### config.mk
export PLATFORM = sky130hd
export DESIGN_NAME = instr_timing_decoder
export DESIGN_NICKNAME = d
export VERILOG_FILES = /design/src/hdl/instr_timing_decoder.v
export VERILOG_INCLUDE_DIRS = /design/src /design/src/hdl
export SDC_FILE = /design/constraint.sdc
export NUM_CORES = 1
export LEC_CHECK = 0
export ABC_AREA = 1
export BUFFER_PORTS_ARGS = -buffer_cell sky130_fd_sc_hd__buf_2
export CORE_ASPECT_RATIO = 1.4
export CORE_MARGIN = 5
export CORE_UTILIZATION = 58
export DETAILED_ROUTE_END_ITERATION = 6
export PLACE_DENSITY_LB_ADDON = 0.08
export SLEW_MARGIN = 20
export SYNTH_ARGS = -nofsm -noshare
export SYNTH_HDL_FRONTEND = slang
export SYNTH_SLANG_ARGS = --single-unit
### constraint.sdc
create_clock -name sys_clk -period 3.1 [get_ports sys_clk]
set_input_delay 0.155 -clock sys_clk [delete_from_list [all_inputs] [get_ports sys_clk]]
set_output_delay 0.155 -clock sys_clk [all_outputs]
set_load 0.01 [all_outputs]
### src/hdl/instr_timing_defines.vh
`ifndef INSTR_TIMING_DEFINES_VH
`define INSTR_TIMING_DEFINES_VH

// ----------------------------------------------------------------------------
// Instruction length in bytes
// ----------------------------------------------------------------------------
`define LEN_1           2'd1
`define LEN_2           2'd2
`define LEN_3           2'd3

// ----------------------------------------------------------------------------
// Execution time in system clock cycles
// ----------------------------------------------------------------------------
`define CYC_1           4'd1
`define CYC_2           4'd2
`define CYC_3           4'd3
`define CYC_4           4'd4
`define CYC_5           4'd5
`define CYC_8           4'd8
`define CYC_TAKEN_EXTRA 4'd1
`define CNT_IDLE        4'd0
`define CNT_LAST        4'd1

// ----------------------------------------------------------------------------
// Branch condition kinds
// ----------------------------------------------------------------------------
`define COND_NONE       4'h0
`define COND_ALWAYS     4'h1
`define COND_CARRY      4'h2
`define COND_NCARRY     4'h3
`define COND_ZERO       4'h4
`define COND_NZERO      4'h5
`define COND_BIT        4'h6
`define COND_NBIT       4'h7
`define COND_BITCLR     4'h8
`define COND_CMP        4'h9
`define COND_DEC        4'ha

// ----------------------------------------------------------------------------
// Branch target forms
// ----------------------------------------------------------------------------
`define TGT_NONE        3'h0
`define TGT_REL1        3'h1
`define TGT_REL2        3'h2
`define TGT_PAGE        3'h3
`define TGT_LONG        3'h4
`define TGT_IND         3'h5
`define TGT_RET         3'h6

// ----------------------------------------------------------------------------
// Field positions and fixed values
// ----------------------------------------------------------------------------
`define PSW_BANK_LSB    3
`define PSW_BANK_MSB    4
`define SFR_SELECT_BIT  7
`define PAGE_HI_MSB     15
`define PAGE_HI_LSB     11
`define OPC_PAGE_MSB    7
`define OPC_PAGE_LSB    5
`define SIGN_BIT        7
`define DEC_TO_ZERO     8'h01
`define RESET_BYTE      8'h00
`define RESET_ADDR      16'h0000

`endif

### src/hdl/instr_timing_decoder.v
`timescale 1ns/100ps
`include "instr_timing_defines.vh"
module instr_timing_decoder
(
    input  wire        sys_clk,
    input  wire        rst_n,
    input  wire        issue,
    input  wire [7:0]  opcode,
    input  wire [7:0]  operand1,
    input  wire [7:0]  operand2,
    input  wire [15:0] next_pc,
    input  wire [7:0]  acc,
    input  wire        carry,
    input  wire        bit_value,
    input  wire [7:0]  operand_value,
    input  wire [7:0]  program_status_word,
    input  wire [15:0] data_pointer16,
    input  wire [15:0] return_address,
    output wire        issue_ready,
    output wire        busy,
    output reg         done,
    output reg  [1:0]  instr_length,
    output reg  [3:0]  exec_cycles,
    output reg         branch_taken,
    output reg  [15:0] branch_target,
    output reg  [7:0]  direct_addr,
    output reg         direct_is_sfr,
    output reg  [7:0]  bank_register_addr,
    output reg  [7:0]  indirect_pointer_addr,
    output reg         clear_tested_bit,
    output reg         restore_priority,
    output reg         is_no_operation
);

    // ------------------------------------------------------------------------
    // Opcode classification
    // ------------------------------------------------------------------------
    reg  [1:0]  len_next;
    reg  [3:0]  cyc_next;
    reg  [3:0]  cond_next;
    reg  [2:0]  tgt_next;
    reg  [3:0]  count_reg;
    reg  [3:0]  count_next;
    wire        accept;

    always @*
    begin
        cond_next = `COND_NONE;
        tgt_next  = `TGT_NONE;
        // Columns 4..f each keep one timing pattern across most rows: 4 and 5, 6 and 7, and 8..f differ.
        case (opcode[3:0])
            4'h4:    begin len_next = `LEN_2; cyc_next = `CYC_2; end
            4'h5:    begin len_next = `LEN_2; cyc_next = `CYC_2; end
            4'h6,
            4'h7:    begin len_next = `LEN_1; cyc_next = `CYC_2; end
            default: begin len_next = `LEN_1; cyc_next = `CYC_1; end
        endcase
        if (opcode[4:0] == 5'h01)
        begin
            len_next = `LEN_2; cyc_next = `CYC_3; tgt_next = `TGT_PAGE;
        end
        else if (opcode[4:0] == 5'h11)
        begin
            len_next = `LEN_2; cyc_next = `CYC_3; tgt_next = `TGT_PAGE;
        end
        case (opcode)
            8'h00, 8'ha5: begin len_next = `LEN_1; cyc_next = `CYC_1; end
            8'h02, 8'h12: begin len_next = `LEN_3; cyc_next = `CYC_4; tgt_next = `TGT_LONG; end
            8'h22, 8'h32: begin len_next = `LEN_1; cyc_next = `CYC_5; tgt_next = `TGT_RET; end
            8'h03, 8'h13, 8'h23, 8'h33,
            8'hc4, 8'he4, 8'hf4, 8'h04,
            8'h14, 8'hd4, 8'ha3:
                begin len_next = `LEN_1; cyc_next = `CYC_1; end
            8'h10: begin len_next = `LEN_3; cyc_next = `CYC_3; cond_next = `COND_BITCLR; tgt_next = `TGT_REL2; end
            8'h20: begin len_next = `LEN_3; cyc_next = `CYC_3; cond_next = `COND_BIT;    tgt_next = `TGT_REL2; end
            8'h30: begin len_next = `LEN_3; cyc_next = `CYC_3; cond_next = `COND_NBIT;   tgt_next = `TGT_REL2; end
            8'h40: begin len_next = `LEN_2; cyc_next = `CYC_2; cond_next = `COND_CARRY;  tgt_next = `TGT_REL1; end
            8'h50: begin len_next = `LEN_2; cyc_next = `CYC_2; cond_next = `COND_NCARRY; tgt_next = `TGT_REL1; end
            8'h60: begin len_next = `LEN_2; cyc_next = `CYC_2; cond_next = `COND_ZERO;   tgt_next = `TGT_REL1; end
            8'h70: begin len_next = `LEN_2; cyc_next = `CYC_2; cond_next = `COND_NZERO;  tgt_next = `TGT_REL1; end
            8'h80: begin len_next = `LEN_2; cyc_next = `CYC_3; cond_next = `COND_ALWAYS; tgt_next = `TGT_REL1; end
            8'h73: begin len_next = `LEN_1; cyc_next = `CYC_3; cond_next = `COND_ALWAYS; tgt_next = `TGT_IND; end
            8'h42, 8'h52, 8'h62: begin len_next = `LEN_2; cyc_next = `CYC_2; end
            8'h43, 8'h53, 8'h63: begin len_next = `LEN_3; cyc_next = `CYC_3; end
            8'h72, 8'h82, 8'h92, 8'ha0, 8'ha2, 8'hb0, 8'hb2, 8'hc2, 8'hd2:
                begin len_next = `LEN_2; cyc_next = `CYC_2; end
            8'hb3, 8'hc3, 8'hd3: begin len_next = `LEN_1; cyc_next = `CYC_1; end
            8'h75, 8'h85: begin len_next = `LEN_3; cyc_next = `CYC_3; end
            8'h76, 8'h77, 8'h86, 8'h87, 8'ha6, 8'ha7:
                begin len_next = `LEN_2; cyc_next = `CYC_2; end
            8'h90: begin len_next = `LEN_3; cyc_next = `CYC_3; end
            8'h83, 8'h93: begin len_next = `LEN_1; cyc_next = `CYC_3; end
            8'he0, 8'he2, 8'he3, 8'hf0, 8'hf2, 8'hf3:
                begin len_next = `LEN_1; cyc_next = `CYC_3; end
            8'hc0, 8'hd0: begin len_next = `LEN_2; cyc_next = `CYC_2; end
            8'h84: begin len_next = `LEN_1; cyc_next = `CYC_8; end
            8'ha4: begin len_next = `LEN_1; cyc_next = `CYC_4; end
            8'hb4, 8'hb5: begin len_next = `LEN_3; cyc_next = `CYC_3; cond_next = `COND_CMP; tgt_next = `TGT_REL2; end
            8'hb6, 8'hb7: begin len_next = `LEN_3; cyc_next = `CYC_4; cond_next = `COND_CMP; tgt_next = `TGT_REL2; end
            8'hd5: begin len_next = `LEN_3; cyc_next = `CYC_3; cond_next = `COND_DEC; tgt_next = `TGT_REL2; end
            default:
            begin
                if (opcode[7:3] == 5'h0f || opcode[7:3] == 5'h15)
                begin
                    len_next = `LEN_2; cyc_next = `CYC_2; // Immediate or direct byte into a bank register.
                end
                else if (opcode[7:3] == 5'h11)
                begin
                    len_next = `LEN_2; cyc_next = `CYC_2;
                end
                else if (opcode[7:3] == 5'h17)
                begin
                    len_next = `LEN_3; cyc_next = `CYC_3; cond_next = `COND_CMP; tgt_next = `TGT_REL2;
                end
                else if (opcode[7:3] == 5'h1b)
                begin
                    len_next = `LEN_2; cyc_next = `CYC_2; cond_next = `COND_DEC; tgt_next = `TGT_REL1;
                end
            end
        endcase
    end

    // ------------------------------------------------------------------------
    // Branch resolution
    // ------------------------------------------------------------------------
    reg         taken_next;
    reg  [7:0]  cmp_left;
    reg  [7:0]  cmp_right;
    reg  [15:0] target_next;
    wire [15:0] rel1_target;
    wire [15:0] rel2_target;

    // The offset is signed, so it is sign-extended before the add.
    assign rel1_target = next_pc + {{8{operand1[`SIGN_BIT]}}, operand1};
    assign rel2_target = next_pc + {{8{operand2[`SIGN_BIT]}}, operand2};

    always @*
    begin
        cmp_left  = (opcode[3:0] == 4'h4 || opcode[3:0] == 4'h5) ? acc : operand_value;
        cmp_right = (opcode[3:0] == 4'h5) ? operand_value : operand1;
        case (cond_next)
            `COND_ALWAYS: taken_next = 1'b1;
            `COND_CARRY:  taken_next = carry;
            `COND_NCARRY: taken_next = ~carry;
            `COND_ZERO:   taken_next = (acc == `RESET_BYTE);
            `COND_NZERO:  taken_next = (acc != `RESET_BYTE);
            `COND_BIT,
            `COND_BITCLR: taken_next = bit_value;
            `COND_NBIT:   taken_next = ~bit_value;
            `COND_CMP:    taken_next = (cmp_left != cmp_right);
            `COND_DEC:    taken_next = (operand_value != `DEC_TO_ZERO);
            default:      taken_next = (tgt_next != `TGT_NONE);
        endcase
        case (tgt_next)
            `TGT_REL1: target_next = rel1_target;
            `TGT_REL2: target_next = rel2_target;
            `TGT_PAGE: target_next = {next_pc[`PAGE_HI_MSB:`PAGE_HI_LSB],
                                      opcode[`OPC_PAGE_MSB:`OPC_PAGE_LSB], operand1};
            `TGT_LONG: target_next = {operand1, operand2};
            `TGT_IND:  target_next = data_pointer16 + {8'h00, acc};
            `TGT_RET:  target_next = return_address;
            default:   target_next = next_pc;
        endcase
    end

    // ------------------------------------------------------------------------
    // Cycle sequencer
    // ------------------------------------------------------------------------
    // A new instruction is taken in the last cycle of the current one, so a
    // stream of back-to-back instructions keeps the pipeline full.
    assign issue_ready = (count_reg <= `CNT_LAST);
    assign busy        = (count_reg != `CNT_IDLE);
    assign accept      = issue & issue_ready;

    always @*
    begin
        if (accept)
        begin
            // Conditional forms are listed with their not-taken time.
            if (cond_next != `COND_NONE && cond_next != `COND_ALWAYS && taken_next)
                count_next = cyc_next + `CYC_TAKEN_EXTRA;
            else
                count_next = cyc_next;
        end
        else if (busy)
            count_next = count_reg - `CNT_LAST;
        else
            count_next = `CNT_IDLE;
    end

    // ------------------------------------------------------------------------
    // Registered results
    // ------------------------------------------------------------------------
    wire [7:0] bank_base;

    assign bank_base = {3'b000, program_status_word[`PSW_BANK_MSB:`PSW_BANK_LSB], 3'b000};

    always @(posedge sys_clk or negedge rst_n)
    begin
        if (!rst_n)
        begin
            count_reg             <= `CNT_IDLE;
            done                  <= 1'b0;
            instr_length          <= 2'd0;
            exec_cycles           <= `CNT_IDLE;
            branch_taken          <= 1'b0;
            branch_target         <= `RESET_ADDR;
            direct_addr           <= `RESET_BYTE;
            direct_is_sfr         <= 1'b0;
            bank_register_addr    <= `RESET_BYTE;
            indirect_pointer_addr <= `RESET_BYTE;
            clear_tested_bit      <= 1'b0;
            restore_priority      <= 1'b0;
            is_no_operation       <= 1'b0;
        end
        else
        begin
            count_reg <= count_next;
            done      <= (count_reg == `CNT_LAST);
            if (accept)
            begin
                instr_length          <= len_next;
                exec_cycles           <= count_next;
                branch_taken          <= taken_next;
                branch_target         <= target_next;
                direct_addr           <= operand1;
                direct_is_sfr         <= operand1[`SFR_SELECT_BIT];
                bank_register_addr    <= bank_base | {5'b00000, opcode[2:0]};
                indirect_pointer_addr <= bank_base | {7'b0000000, opcode[0]};
                clear_tested_bit      <= (cond_next == `COND_BITCLR) & bit_value;
                restore_priority      <= (opcode == 8'h32);
                is_no_operation       <= (opcode == 8'h00) | (opcode == 8'ha5);
            end
        end
    end

endmodule

==> qor.yml <==
p_leak_nw: 3.85
slowest_delay_ns: 0.38
cts_buffers: 5
area_delta_synth_final_pct: 29.5
io_pins: 155
dr_total_vias: 6782
post-route-drc-count: 0
clkTransAtPathRegs_ns: 0.07
wl_per_cell_um: 16.9
yosysSeqAreaShare_pct: 21.0
total_power_mw: 3.17
setup_viol: 0
fin_skew_ns: 0.00741
placedCellCount: 1171
die_h_um: 122
drive_gt1_share_pct: 27.5
finalNonFillerCells: 1181
grt_max_degree: 55
die_x_um: 90.3
largest_register_ffs: 16
syn_avg_cell_area_um2: 6.03
ys.flop_type: "dfrtp_1"
maxCapViolCount: 0
synth-seq-cells: 44
synth_most_common_cell: "nand2_1"
run_status: "complete, no violations"
cts_tree: "built"
drtIter0Drc: 557
n_antenna_cell: 0
r2r-end: "branch_target[15]$_DFFE_PN0P_"
fin_hold_ws_ns: 0.0161
grt_pass1_wl_um: 31200
cts_sinks: 44
r2r_setup_slack_ns: 1.35
fmax_mhz: 349
synth_cells: 868
end_kind: "flop"
cp-start-kind: "primary input"
syn_area_mm2: 0.00524
period_share_pct: 92.3
rr_startpoint: "count_reg[2]$_DFF_PN0_"
grt_pass1_vias: 6617
regMostFlops: "branch_target"
coreArea_mm2: 0.00893
critPathMostFrequentCell: "nand2_1"
synth-async-reset-ratio_pct: 100
dp_hpwl_um: 16000
grt_usage_pct: 35.3
worstPathRequired_ns: 3.25
num_rows: 41
clk_path_buf_depth: 2
clk_latency_ns: 0.29
drt_wl_total_um: 20000
criticalPathCategory: "in -> reg"
viasPerCell: 5.74
cp_top_family: "simple AND/OR/NAND/NOR gates"
yosysWarnings: 0
finalNetCount: 1202
timing.final.crit_period_ns: 2.86
reg2reg_depth: 10
firstDrtPassIters: 6
cts_hold_buf: 0
reg.largest.list: "branch_target: 16 flops, direct_addr: 8 flops, bank_register_addr: 5 flops"
stdcell_area_mm2: 0.00678
grt_overflow: 0
report.final.slew_viol_count: 0
crit_fanout: 6
start_util_pct: 58.7
cts_root_buf: "clkbuf_16"
critPathBufInv: 4
cpMaxStageDelayCell: "fa_1"
synth_edf_count: 0
slew_headroom_pct: 35.3
worstPathArrival_ns: 3.02
hold_viol: 0
dieArea_mm2: 0.0111
ant_nets: 0
synth_cell_types: 55
peakVddDrop_v: 0.000675
worstPathCellList: "buf_2 -> inv_2 -> nor2_1 -> nand2_1 -> nor2_2 -> nor2_2 -> nand4_2 -> nand3_2 -> buf_4 -> nand2_1 -> o21ai_0 -> ha_2 -> fa_1 -> nand3_1 -> nand2_1 -> nand2_1 -> nand2_1 -> a21oi_1 -> xor2_1 -> inv_1 -> nand2_1 -> nand3_1 -> a21oi_1 -> o21ai_0"
htree_levels: 2
portBuffers: 140
post-place-ws_ns: -0.0670
placed_area_mm2: 0.00653
tightest_slew_ns: 0.971
synth.area.top_cells: "dfrtp_1 21%, nand2_1 20%, inv_1 6.6%"
routabilityCongestion: 1.03
min_path_type: "in -> async"
yosys.area.top_type: "dfrtp_1"
ys_top_cells_by_count: "281 x nand2_1, 92 x inv_1, 76 x nor2_1"
setup_ws_ns: 0.237
p_per_area_mw_per_mm2: 467
antenna_found_initial: 0
synth_top_area_share_pct: 21.0
==> worst max-delay path by stage <==
stage / startpoint / to / slack (ns) / depth (start not counted)
after floorplan: opcode[1] / branch_target[6]$_DFFE_PN0P_ / 0.06 / 23
after global placement: opcode[2] / branch_target[6]$_DFFE_PN0P_ / -0.03 / 23
after detailed placement: opcode[5] / branch_target[6]$_DFFE_PN0P_ / -0.07 / 24
after global routing: opcode[5] / branch_target[15]$_DFFE_PN0P_ / -0.07 / 28
after CTS: opcode[5] / branch_target[6]$_DFFE_PN0P_ / 0.22 / 24
final: opcode[4] / branch_target[6]$_DFFE_PN0P_ / 0.24 / 24
==> report_power, final <==
part	total, mW	internal [mW]	leakage (nW)	switching, mW
sequential	0.956	0.816	0.551	0.140
clock	0.621	0.383	0.0804	0.238
combinational	1.59	0.629	3.22	0.960
total	3.17	1.83	3.85	1.34
==> cells in the final DEF (no fill, tap or decap), types with 5 or more instances in the layout <==
master | Yosys | final
xor2_1 | 10 | 10
nor2_2 | 8 | 8
nor2_1 | 76 | 70
o22ai_1 | 10 | 10
dfrtp_1 | 44 | 44
or2_2 | 7 | 7
inv_2 | 11 | 11
nor3_1 | 12 | 10
o21ai_0 | 51 | 50
inv_1 | 92 | 92
a21oi_1 | 41 | 40
nand2_1 | 281 | 279
ha_1 | 26 | 25
buf_2 | 5 | 140
nand3b_1 | 6 | 6
clkbuf_16 | 0 | 5
buf_4 | 13 | 79
nor2_4 | 7 | 13
nand4_1 | 31 | 31
conb_1 | 1 | 8
nand3_1 | 60 | 60
nand2_2 | 9 | 10
==> worst register-to-register path, delay by kind of cell (launching register included) <==
kind,cells,cell delay [ns]
buf+inv,4,0.71
simple gates,5,0.47
flops,1,0.40
compound gates,1,0.11
==> per-layer routing <==
| layer | global-route usage, % | part of all wire, % | vias up |
|---|---|---|---|
| met2 | 64.3 | 50 | 376 |
| met1 | 36.3 | 33 | 3045 |
| met5 | 0 | 0 | - |
| met4 | 27.9 | 9.4 | 0 |
| met3 | 4.35 | 7.2 | 122 |
| li1 | - | - | 3239 |
==> final cells by class <==
class | count | area, µm²
clock buffer | 5 | 125
clock inverter | 3 | 46.3
fill | 796 | 2140
inverter | 104 | 392
multi-input combinational | 698 | 3670
sequential | 44 | 1100
tap | 107 | 134
timing repair buffer | 220 | 1310
==> stage by stage <==
| step | utilization (%) | setup TNS (ns) |
|---|---|---|
| floorplan | - | 0 |
| global placement | 73.1 | -0.0272 |
| detailed placement | 73.1 | -0.179 |
| CTS | 75.0 | 0 |
| global route | 76.0 | -0.191 |
| finish | 76.0 | 0 |
==> timing repair <==
action | in CTS | in global routing
gates resized for setup | 0 | 20
buffers inserted | 0 | 2
endpoints found under the setup margin | 0 | 5
endpoints found under the hold margin | 0 | 0
==> cells by family after synthesis <==
family | share of synthesized area, %
AO/OA/AOI/OAI | 15.0
AND/OR/NAND/NOR | 44.4
adder cells (fa/ha/maj) | 6.98
buffers and inverters | 10.7
flip-flops | 21.0
other | 0.0716
XOR/XNOR | 1.84
No activity file was read; power rests on OpenSTA's default activity.
